File: src/hw/gpc_defs.vh
// Purpose: constants for the general-purpose pin controller
// Assumes: byte addresses on a 32-bit AXI4-Lite register bus
// Notes: definitions only, no logic
`ifndef GPC_DEFS_VH
`define GPC_DEFS_VH

// register bus address width
`define GPC_ADDR_W 8

// register byte offsets
`define GPC_OFS_OUT 8'h00
`define GPC_OFS_OUT_SET 8'h04
`define GPC_OFS_OUT_CLR 8'h08
`define GPC_OFS_IN 8'h0c
`define GPC_OFS_OE 8'h10
`define GPC_OFS_FSEL0 8'h14
`define GPC_OFS_FSEL1 8'h18
`define GPC_OFS_CHG_STATUS 8'h1c
`define GPC_OFS_CHG_ENABLE 8'h20
`define GPC_OFS_CHG_IDENT 8'h24
`define GPC_OFS_CHG_CLEAR 8'h28
`define GPC_OFS_CTRL 8'h2c

// control register fields
`define GPC_CTRL_SOFT_RST 0
`define GPC_CTRL_STRAP_LSB 4
`define GPC_STRAP_W 4
// strap bit that selects management-slave mode
`define GPC_STRAP_MSLV 0

// reset values
`define GPC_RST_OUT 32'h0000_0000
`define GPC_RST_OE 32'h0000_0000
`define GPC_RST_FSEL 32'h0000_0000
`define GPC_RST_ENABLE 32'h0000_0000

// function select codes
`define GPC_FSEL_NORMAL 2'h0
`define GPC_FSEL_ALT1 2'h1
`define GPC_FSEL_ALT2 2'h2
`define GPC_FSEL_ALT3 2'h3

// bus responses
`define GPC_RESP_OKAY 2'h0
`define GPC_RESP_SLVERR 2'h2

`endif

File: src/hw/gpc_pin_sync.v
// Purpose: three-stage pin synchroniser with change detection
// Assumes: pins are asynchronous to aclk
// Notes: a change counts once stages two and three agree; the chain
// runs through reset so captured straps see the real pad levels
`timescale 1ns/1ns
module gpc_pin_sync #(
  parameter W = 32
) (
  input wire aclk,
  input wire aresetn,
  input wire [W-1:0] pin_raw,
  output reg [W-1:0] level_q,
  output reg [W-1:0] change_q
);
  reg [W-1:0] s1_q; // first stage, read only by s2
  reg [W-1:0] s2_q; // second stage
  reg [W-1:0] s3_q; // third stage
  reg primed_q; // first settled sample taken
  wire [W-1:0] agree; // stages two and three agree

  assign agree = ~(s2_q ^ s3_q);

  // shift chain, settled level and change pulses
  always @(posedge aclk) begin
    // chain not reset: levels must be visible while reset is held
    s1_q <= pin_raw;
    s2_q <= s1_q;
    s3_q <= s2_q;
    if (!aresetn) begin
      // level tracks the pads during reset, no change pulses
      level_q <= s3_q;
      change_q <= {W{1'b0}};
      primed_q <= 1'b0;
    end else begin
      primed_q <= 1'b1;
      if (!primed_q) begin
        // first look after reset: load level, no change pulse
        level_q <= s3_q;
        change_q <= {W{1'b0}};
      end else begin
        level_q <= (level_q & ~agree) | (s3_q & agree);
        change_q <= agree & (s3_q ^ level_q);
      end
    end
  end
endmodule

File: src/hw/gpc_top.v
// Purpose: general-purpose pin controller behind an AXI4-Lite slave
// Assumes: one clock aclk, synchronous active-low reset aresetn
// Notes: function select survives soft reset; straps caught in reset
//
// The AXI4-Lite register port and the register addresses were left to the implementer.
`timescale 1ns/1ns
`include "gpc_defs.vh"
// Contract
// - each pin configured on its own
// - pins are inputs until output enable set
// - input register shows every pin level
// - output pins drive the output value bit
// - set alias sets the written one bits
// - clear alias clears the written one bits
// - aliases give race-free bit updates
// - function select cleared only by external reset
// - two select bits pick normal, alt1, alt2, alt3
// - slave mode straps take over slave pins
// - straps sampled during reset, pins free after
// - any level change sets status bit
// - only enabled changes reach the interrupt
// - ident reads status AND enable
module gpc_top #(
  parameter NPIN = 32,
  parameter [NPIN-1:0] ALT1_AVAIL = {NPIN{1'b1}},
  parameter [NPIN-1:0] ALT2_AVAIL = {NPIN{1'b1}},
  parameter [NPIN-1:0] ALT3_AVAIL = {NPIN{1'b1}},
  parameter STRAP_PIN_LSB = 28,
  parameter MSLV_MDC_PIN = 22,
  parameter MSLV_MDIO_PIN = 23
) (
  input wire aclk,
  input wire aresetn,
  input wire [`GPC_ADDR_W-1:0] s_axi_awaddr,
  input wire [2:0] s_axi_awprot,
  input wire s_axi_awvalid,
  output reg s_axi_awready,
  input wire [31:0] s_axi_wdata,
  input wire [3:0] s_axi_wstrb,
  input wire s_axi_wvalid,
  output reg s_axi_wready,
  output reg [1:0] s_axi_bresp,
  output reg s_axi_bvalid,
  input wire s_axi_bready,
  input wire [`GPC_ADDR_W-1:0] s_axi_araddr,
  input wire [2:0] s_axi_arprot,
  input wire s_axi_arvalid,
  output reg s_axi_arready,
  output reg [31:0] s_axi_rdata,
  output reg [1:0] s_axi_rresp,
  output reg s_axi_rvalid,
  input wire s_axi_rready,
  input wire [NPIN-1:0] pin_in,
  output reg [NPIN-1:0] pin_out,
  output reg [NPIN-1:0] pin_oe,
  output wire [NPIN-1:0] pin_level,
  input wire [NPIN-1:0] alt1_out,
  input wire [NPIN-1:0] alt1_oe,
  input wire [NPIN-1:0] alt2_out,
  input wire [NPIN-1:0] alt2_oe,
  input wire [NPIN-1:0] alt3_out,
  input wire [NPIN-1:0] alt3_oe,
  output reg mslv_mdc,
  output reg mslv_mdio_in,
  input wire mslv_mdio_out,
  input wire mslv_mdio_oe,
  output reg [`GPC_STRAP_W-1:0] cpu_config_straps,
  output reg pin_change_irq
);

  // byte-lane merge of write data into an old word
  function [31:0] lane_merge;
    input [31:0] old;
    input [31:0] wd;
    input [3:0] strb;
    integer b;
    begin
      lane_merge = old;
      for (b = 0; b < 4; b = b + 1) begin
        if (strb[b]) begin
          lane_merge[b*8 +: 8] = wd[b*8 +: 8];
        end
      end
    end
  endfunction

  // byte-lane mask used by alias and clear writes
  function [31:0] lane_mask;
    input [31:0] wd;
    input [3:0] strb;
    integer b;
    begin
      lane_mask = 32'h0000_0000;
      for (b = 0; b < 4; b = b + 1) begin
        if (strb[b]) begin
          lane_mask[b*8 +: 8] = wd[b*8 +: 8];
        end
      end
    end
  endfunction

  // pin state registers
  reg [NPIN-1:0] pin_output_value_q; // driven level per pin
  reg [NPIN-1:0] pin_output_enable_q; // one means output
  reg [NPIN-1:0] pin_function_select0_q; // select code bit 0
  reg [NPIN-1:0] pin_function_select1_q; // select code bit 1
  reg [NPIN-1:0] pin_change_status_q; // sticky change flags
  reg [NPIN-1:0] pin_change_enable_q; // interrupt enables
  reg soft_rst_q; // one-cycle soft reset pulse
  wire [NPIN-1:0] pin_change; // change pulses from synchroniser
  wire [NPIN-1:0] pin_change_ident; // status and enable

  // bus slave state
  reg aw_held_q; // write address latched
  reg w_held_q; // write data latched
  reg [`GPC_ADDR_W-1:0] aw_addr_q; // latched write address
  reg [31:0] w_data_q; // latched write data
  reg [3:0] w_strb_q; // latched byte strobes
  wire wr_go; // both halves present, response free
  wire [31:0] wr_mask; // strobed write bits

  // input synchroniser feeding level and change detection
  gpc_pin_sync #(
    .W(NPIN)
  ) u_sync (
    .aclk(aclk),
    .aresetn(aresetn),
    .pin_raw(pin_in),
    .level_q(pin_level),
    .change_q(pin_change)
  );

  assign pin_change_ident = pin_change_status_q & pin_change_enable_q;
  assign wr_go = aw_held_q && w_held_q && !s_axi_bvalid;
  assign wr_mask = lane_mask(w_data_q, w_strb_q);

  // strap capture: follows pin levels while reset is low, then frozen
  always @(posedge aclk) begin
    if (!aresetn) begin
      cpu_config_straps <= pin_level[STRAP_PIN_LSB +: `GPC_STRAP_W];
    end
  end

  // write channel acceptance, either order, one write at a time
  always @(posedge aclk) begin
    if (!aresetn) begin
      aw_held_q <= 1'b0;
      w_held_q <= 1'b0;
      aw_addr_q <= {`GPC_ADDR_W{1'b0}};
      w_data_q <= 32'h0000_0000;
      w_strb_q <= 4'h0;
      s_axi_awready <= 1'b0;
      s_axi_wready <= 1'b0;
      s_axi_bvalid <= 1'b0;
      s_axi_bresp <= `GPC_RESP_OKAY;
    end else begin
      // ready only for the cycle that takes the item
      s_axi_awready <= !aw_held_q && s_axi_awvalid && !s_axi_awready;
      s_axi_wready <= !w_held_q && s_axi_wvalid && !s_axi_wready;
      if (s_axi_awvalid && s_axi_awready) begin
        aw_held_q <= 1'b1;
        aw_addr_q <= s_axi_awaddr;
      end
      if (s_axi_wvalid && s_axi_wready) begin
        w_held_q <= 1'b1;
        w_data_q <= s_axi_wdata;
        w_strb_q <= s_axi_wstrb;
      end
      if (wr_go) begin
        // perform write, raise response
        aw_held_q <= 1'b0;
        w_held_q <= 1'b0;
        s_axi_bvalid <= 1'b1;
        if (aw_addr_q[1:0] != 2'h0 || aw_addr_q > `GPC_OFS_CTRL) begin
          s_axi_bresp <= `GPC_RESP_SLVERR;
        end else if (aw_addr_q == `GPC_OFS_IN ||
                     aw_addr_q == `GPC_OFS_CHG_STATUS ||
                     aw_addr_q == `GPC_OFS_CHG_IDENT) begin
          s_axi_bresp <= `GPC_RESP_SLVERR; // read-only
        end else begin
          s_axi_bresp <= `GPC_RESP_OKAY;
        end
      end else if (s_axi_bvalid && s_axi_bready) begin
        s_axi_bvalid <= 1'b0;
      end
    end
  end

  // soft reset pulse from the control register
  always @(posedge aclk) begin
    if (!aresetn) begin
      soft_rst_q <= 1'b0;
    end else begin
      soft_rst_q <= wr_go && aw_addr_q == `GPC_OFS_CTRL &&
                    wr_mask[`GPC_CTRL_SOFT_RST];
    end
  end

  // output value, enable and change enable: external or soft reset
  always @(posedge aclk) begin
    if (!aresetn || soft_rst_q) begin
      pin_output_value_q <= `GPC_RST_OUT;
      pin_output_enable_q <= `GPC_RST_OE;
      pin_change_enable_q <= `GPC_RST_ENABLE;
    end else if (wr_go) begin
      // each bus write touches only its own pins' bits
      if (aw_addr_q == `GPC_OFS_OUT) begin
        pin_output_value_q <= lane_merge(pin_output_value_q, w_data_q,
                                         w_strb_q);
      end else if (aw_addr_q == `GPC_OFS_OUT_SET) begin
        // single-cycle update, no read-modify-write by software
        pin_output_value_q <= pin_output_value_q | wr_mask;
      end else if (aw_addr_q == `GPC_OFS_OUT_CLR) begin
        pin_output_value_q <= pin_output_value_q & ~wr_mask;
      end else if (aw_addr_q == `GPC_OFS_OE) begin
        pin_output_enable_q <= lane_merge(pin_output_enable_q, w_data_q,
                                          w_strb_q);
      end else if (aw_addr_q == `GPC_OFS_CHG_ENABLE) begin
        pin_change_enable_q <= lane_merge(pin_change_enable_q, w_data_q,
                                          w_strb_q);
      end
    end
  end

  // function select: only the external reset clears it
  always @(posedge aclk) begin
    if (!aresetn) begin
      pin_function_select0_q <= `GPC_RST_FSEL;
      pin_function_select1_q <= `GPC_RST_FSEL;
    end else if (wr_go) begin
      if (aw_addr_q == `GPC_OFS_FSEL0) begin
        pin_function_select0_q <= lane_merge(pin_function_select0_q,
                                             w_data_q, w_strb_q);
      end else if (aw_addr_q == `GPC_OFS_FSEL1) begin
        pin_function_select1_q <= lane_merge(pin_function_select1_q,
                                             w_data_q, w_strb_q);
      end
    end
  end

  // sticky change status; a new change beats a clear
  always @(posedge aclk) begin
    if (!aresetn || soft_rst_q) begin
      pin_change_status_q <= {NPIN{1'b0}};
    end else if (wr_go && aw_addr_q == `GPC_OFS_CHG_CLEAR) begin
      pin_change_status_q <= (pin_change_status_q & ~wr_mask) |
                             pin_change;
    end else begin
      pin_change_status_q <= pin_change_status_q | pin_change;
    end
  end

  // interrupt line: high while any enabled status bit is set
  always @(posedge aclk) begin
    if (!aresetn) begin
      pin_change_irq <= 1'b0;
    end else begin
      pin_change_irq <= |pin_change_ident;
    end
  end

  // read channel: one read at a time, answer one cycle after taking
  always @(posedge aclk) begin
    if (!aresetn) begin
      s_axi_arready <= 1'b0;
      s_axi_rvalid <= 1'b0;
      s_axi_rdata <= 32'h0000_0000;
      s_axi_rresp <= `GPC_RESP_OKAY;
    end else begin
      s_axi_arready <= s_axi_arvalid && !s_axi_arready && !s_axi_rvalid;
      if (s_axi_arvalid && s_axi_arready) begin
        s_axi_rvalid <= 1'b1;
        s_axi_rresp <= `GPC_RESP_OKAY;
        s_axi_rdata <= 32'h0000_0000;
        if (s_axi_araddr[1:0] != 2'h0) begin
          s_axi_rresp <= `GPC_RESP_SLVERR;
        end else if (s_axi_araddr == `GPC_OFS_OUT) begin
          s_axi_rdata <= pin_output_value_q;
        end else if (s_axi_araddr == `GPC_OFS_IN) begin
          s_axi_rdata <= pin_level;
        end else if (s_axi_araddr == `GPC_OFS_OE) begin
          s_axi_rdata <= pin_output_enable_q;
        end else if (s_axi_araddr == `GPC_OFS_FSEL0) begin
          s_axi_rdata <= pin_function_select0_q;
        end else if (s_axi_araddr == `GPC_OFS_FSEL1) begin
          s_axi_rdata <= pin_function_select1_q;
        end else if (s_axi_araddr == `GPC_OFS_CHG_STATUS) begin
          s_axi_rdata <= pin_change_status_q;
        end else if (s_axi_araddr == `GPC_OFS_CHG_ENABLE) begin
          s_axi_rdata <= pin_change_enable_q;
        end else if (s_axi_araddr == `GPC_OFS_CHG_IDENT) begin
          s_axi_rdata <= pin_change_ident;
        end else if (s_axi_araddr == `GPC_OFS_CTRL) begin
          s_axi_rdata[`GPC_CTRL_STRAP_LSB +: `GPC_STRAP_W] <=
            cpu_config_straps;
        end else if (s_axi_araddr == `GPC_OFS_OUT_SET ||
                     s_axi_araddr == `GPC_OFS_OUT_CLR ||
                     s_axi_araddr == `GPC_OFS_CHG_CLEAR) begin
          s_axi_rdata <= 32'h0000_0000; // write-only, reads zero
        end else begin
          s_axi_rresp <= `GPC_RESP_SLVERR; // unmapped
        end
      end else if (s_axi_rvalid && s_axi_rready) begin
        s_axi_rvalid <= 1'b0;
      end
    end
  end

  // per-pin routing from select code to pad drivers
  reg [NPIN-1:0] drv_out_d; // next pad level
  reg [NPIN-1:0] drv_oe_d; // next pad enable
  reg mslv_on; // management-slave mode active
  integer n;
  always @* begin
    drv_out_d = {NPIN{1'b0}};
    drv_oe_d = {NPIN{1'b0}};
    mslv_on = cpu_config_straps[`GPC_STRAP_MSLV];
    for (n = 0; n < NPIN; n = n + 1) begin
      // normal mode is the default for every pin
      drv_out_d[n] = pin_output_value_q[n];
      drv_oe_d[n] = pin_output_enable_q[n];
      case ({pin_function_select1_q[n], pin_function_select0_q[n]})
        `GPC_FSEL_ALT1: begin
          if (ALT1_AVAIL[n]) begin
            drv_out_d[n] = alt1_out[n];
            drv_oe_d[n] = alt1_oe[n];
          end
        end
        `GPC_FSEL_ALT2: begin
          if (ALT2_AVAIL[n]) begin
            drv_out_d[n] = alt2_out[n];
            drv_oe_d[n] = alt2_oe[n];
          end
        end
        `GPC_FSEL_ALT3: begin
          // absent function falls back to normal mode
          if (ALT3_AVAIL[n]) begin
            drv_out_d[n] = alt3_out[n];
            drv_oe_d[n] = alt3_oe[n];
          end
        end
        default: begin
          drv_out_d[n] = pin_output_value_q[n];
        end
      endcase
    end
    if (mslv_on) begin
      // slave interface owns its pins whatever the settings say
      drv_out_d[MSLV_MDC_PIN] = 1'b0;
      drv_oe_d[MSLV_MDC_PIN] = 1'b0;
      drv_out_d[MSLV_MDIO_PIN] = mslv_mdio_out;
      drv_oe_d[MSLV_MDIO_PIN] = mslv_mdio_oe;
    end
  end

  // pad drivers and slave inputs, all from flops
  always @(posedge aclk) begin
    if (!aresetn) begin
      pin_out <= {NPIN{1'b0}};
      pin_oe <= {NPIN{1'b0}};
      mslv_mdc <= 1'b0;
      mslv_mdio_in <= 1'b0;
    end else begin
      pin_out <= drv_out_d;
      pin_oe <= drv_oe_d;
      // slave sees pin levels only while its mode is on
      mslv_mdc <= mslv_on & pin_level[MSLV_MDC_PIN];
      mslv_mdio_in <= mslv_on & pin_level[MSLV_MDIO_PIN];
    end
  end

endmodule

File: config.mk
export PLATFORM = sky130hd
export DESIGN_NAME = gpc_top
export DESIGN_NICKNAME = d
export VERILOG_FILES = /design/src/hw/gpc_pin_sync.v /design/src/hw/gpc_top.v
export VERILOG_INCLUDE_DIRS = /design/src /design/src/hw
export SDC_FILE = /design/constraint.sdc
export NUM_CORES = 1
export LEC_CHECK = 0
export BUFFER_PORTS_ARGS = -buffer_cell sky130_fd_sc_hd__clkbuf_2
export CAP_MARGIN = 20
export CORE_MARGIN = 5
export CORE_UTILIZATION = 29
export CTS_BUF_LIST = sky130_fd_sc_hd__clkbuf_8
export CTS_CLUSTER_DIAMETER = 80
export CTS_CLUSTER_SIZE = 8
export DETAILED_ROUTE_END_ITERATION = 6
export MAX_ROUTING_LAYER = met4
export PLACE_DENSITY_LB_ADDON = 0.05
export SKIP_CTS_REPAIR_TIMING = 1
export SLEW_MARGIN = 15
export SYNTH_ARGS = -nofsm -noshare
export SYNTH_HDL_FRONTEND = slang
export SYNTH_HIERARCHICAL = 1
export SYNTH_SLANG_ARGS = --single-unit
File: constraint.sdc
create_clock -name aclk -period 1.9 [get_ports aclk]
set_clock_uncertainty 0.05 [all_clocks]
set_input_delay 0.19 -clock aclk [delete_from_list [all_inputs] [get_ports aclk]]
set_output_delay 0.19 -clock aclk [all_outputs]
set_load 0.005 [all_outputs]
==> out/metrics.csv <==
stage,metric,value,unit
synthesis,synth-main-ff-cell,dfxtp_1,
placement,gp_congestion,0.904,
timing,slew_viol_final,0,
global_routing,antenna_found_initial,9,
floorplan,initial_utilization,29.3,%
clocking,clkTransAtPathRegs,0.07,ns
clocking,clk_latency,0.67,ns
synthesis,synth_cell_types,78,
routing,routed_via_density,5.13,
routing,drc,0,
global_routing,grt_start_max_net_pins,144,
synthesis,netlist_area,21400,um2
timing,whs,-0.000373,ns
timing,finalHoldViolations,1,
critical_path,required,2.44,ns
floorplan,rows,99,
floorplan,core,73000,um2
synthesis,synth_edf_count,36,
timing,rsz0062_at_grt,true,
timing,layout_setup_ws,-0.106,ns
worst_hold_path,hold_class,input pin to flop,
power,p_leak,12.1,nW
run_status,status,"complete, but fails checks",
clocking,cts_root_buf,clkbuf_8,
routing,vias,20630,
cells_and_area,drive_above_1_share,32.1,%
synthesis,synthCells,2245,
cells_and_area,syn_to_final_growth,43.0,%
floorplan,io_pins,435,
floorplan,die_h,281,um
power,irDropWorstVdd,0.509,mV
timing,worst_pin_slew,0.813,ns
synthesis,yosys.area.top_type,dfxtp_1,
timing,min_period,2.01,ns
floorplan,die_area,79200,um2
clocking,numCtsBuffers,73,
cells_and_area,postLayoutCoreUtil,41.9,%
critical_path,crit_fanout,6,
synthesis,ys_ff_latch,510,
synthesis,async_flop_share,0,%
synthesis,ys_seq_area_share,49.5,%
cells_and_area,nFillCells,7150,
synthesis,synthTopCellsByArea,"dfxtp_1, mux4_2, nand2_1, a21oi_1, edfxtp_1",
routing,routed_wl,94800,um
run_status,violations,"hold timing, setup timing",
power,powerDensity,707,nW/um2
run,drv_cap,0,
timing,fmax,499,MHz
timing,finalSetupViolCount,87,
critical_path,worstSetupEndpointType,flop,
critical_path,start_kind,flop,
clocking,htree_levels,3,
global_routing,grt-ovfl-total,0,
routing,dr.pass1.iters,5,
placement,port_buffers,426,
synthesis,avgSynthCellArea,9.51,um2
critical_path,criticalPathCategory,flop to flop,
clocking,cts_tree,done,
global_routing,grt_pass1_wl,129000,um
global_routing,grt_pass1_vias,18993,
floorplan,die_w,281,um
timing,period_share,106,%
synthesis,synth_top_area_share,44.4,%
timing,slew_headroom,45.8,%
clocking,clk_path_buf_depth,3,
routing,drt_iter0_markers,1540,
placement,dp_hpwl,67200,um
global_routing,track_usage,22.4,%
clocking,cts.sinks,510,
cells_and_area,fin_nets,3314,
routing,ant_nets,0,
synthesis,synth.yosys.warnings,6,
critical_path,cp.arrival,2.55,ns
routing,wl_per_cell,23.6,um
-- kinds of logic after synthesis --
| logic type | count (synthesis) | synth area share, % |
|---|---|---|
| XOR/XNOR | 33 | 1.35 |
| AND/OR/NAND/NOR | 884 | 20.9 |
| multiplexers | 102 | 8.53 |
| buffers and inverters | 187 | 3.76 |
| flip-flops | 510 | 49.5 |
| other | 1 | 0.0176 |
| AO/OA/AOI/OAI | 528 | 15.9 |
-- Yosys cell counts, types with 9 or more instances --
master,n
edfxtp_1,36
o21ai_0,63
nor2b_1,28
buf_4,9
mux2i_1,38
a211oi_1,20
nand3b_1,33
a21oi_1,222
mux4_2,64
and3_1,9
a21oi_2,31
a221oi_1,21
or3b_1,32
nor2_1,169
o21a_1,32
nand2_1,313
o221ai_1,18
nor3_1,12
nand3_1,143
o22ai_1,15
o31a_1,13
a22oi_1,40
buf_2,36
or3_1,18
dfxtp_1,474
xor2_1,33
clkbuf_1,123
and2_1,64
-- cell usage in the layout (no fill, tap or decap), types with 32 or more instances in the layout --
cell	n
buf_4	125
a21oi_1	172
o21a_1	32
edfxtp_1	36
clkbuf_2	425
mux2i_1	37
dlygate4sd3_1	266
and2_1	64
mux4_2	64
or3b_1	32
nand2_1	276
dfxtp_1	466
clkbuf_8	76
a22oi_1	35
buf_12	35
a21oi_2	81
o21ai_0	33
nand3_1	123
nand3b_1	33
xor2_1	33
nor2_1	169
-- path summary, 6_finish.rpt --
kind	slack (ns)	cells after the start	from	to
setup / recovery	-0.11	8	aw_addr_q[4]	pin_change_enable_q[21]
hold / removal	-0.0004	3	alt2_oe[22]	pin_oe[22]
setup reg to reg	-0.11	8	aw_addr_q[4]	pin_change_enable_q[21]
hold reg to reg	0.27	0	u_sync/s1_q[13]	u_sync/s2_q[13]
-- metrics by stage --
| step | setup TNS [ns] | setup slack (ns) | instances | power, mW | cell area (um2) |
|---|---|---|---|---|---|
| after floorplan | -0.338 | -0.0167 | 2246 | 12.3 | 21400 |
| after global placement | -17.32 | -0.320 | 3625 | 13.3 | 25600 |
| after detailed placement | -18.58 | -0.318 | 3625 | 13.3 | 25600 |
| after CTS | -19.04 | -0.181 | 3726 | 21.3 | 26800 |
| after global routing | -14.01 | -0.176 | 4017 | 22.5 | 30500 |
| final | -4.14 | -0.106 | 4020 | 21.6 | 30500 |
-- power breakdown --
part | internal [mW] | switching [mW]
Combinational | 1.14 | 1.02
Clock | 3.61 | 4.30
Sequential | 11.1 | 0.411
-- worst max-delay path, cell delays in order (launching register included) --
cell and delay, ns:
dfxtp_2 0.34, or4b_4 0.57, buf_12 0.17, nor2_4 0.17, buf_12 0.16, buf_8 0.13, buf_8 0.12, nand3_2 0.08
a21oi_2 0.15
-- metal layers --
metal  up-vias  global-route usage (%)  routed length [um]
met1     10137                    31.2               43200
met2       748                    33.2               42600
met5         -                       -                   0
met4         0                    6.88                2610
met3       151                    4.54                6410
li1       9594                       -                   -
-- final cells by class --
class | count | area (um2) | area share [%]
diodes | 12 | 30.0 | 0.0983
clock buffers | 76 | 1050 | 3.42
clock inverters | 25 | 103 | 0.336
inverters | 9 | 36.3 | 0.119
multi-input cells | 1549 | 10700 | 35.1
flip-flops and latches | 510 | 10600 | 34.7
well taps | 959 | 1200 | 3.93
repair buffers | 880 | 6820 | 22.3
(Power assumes the default switching activity.)
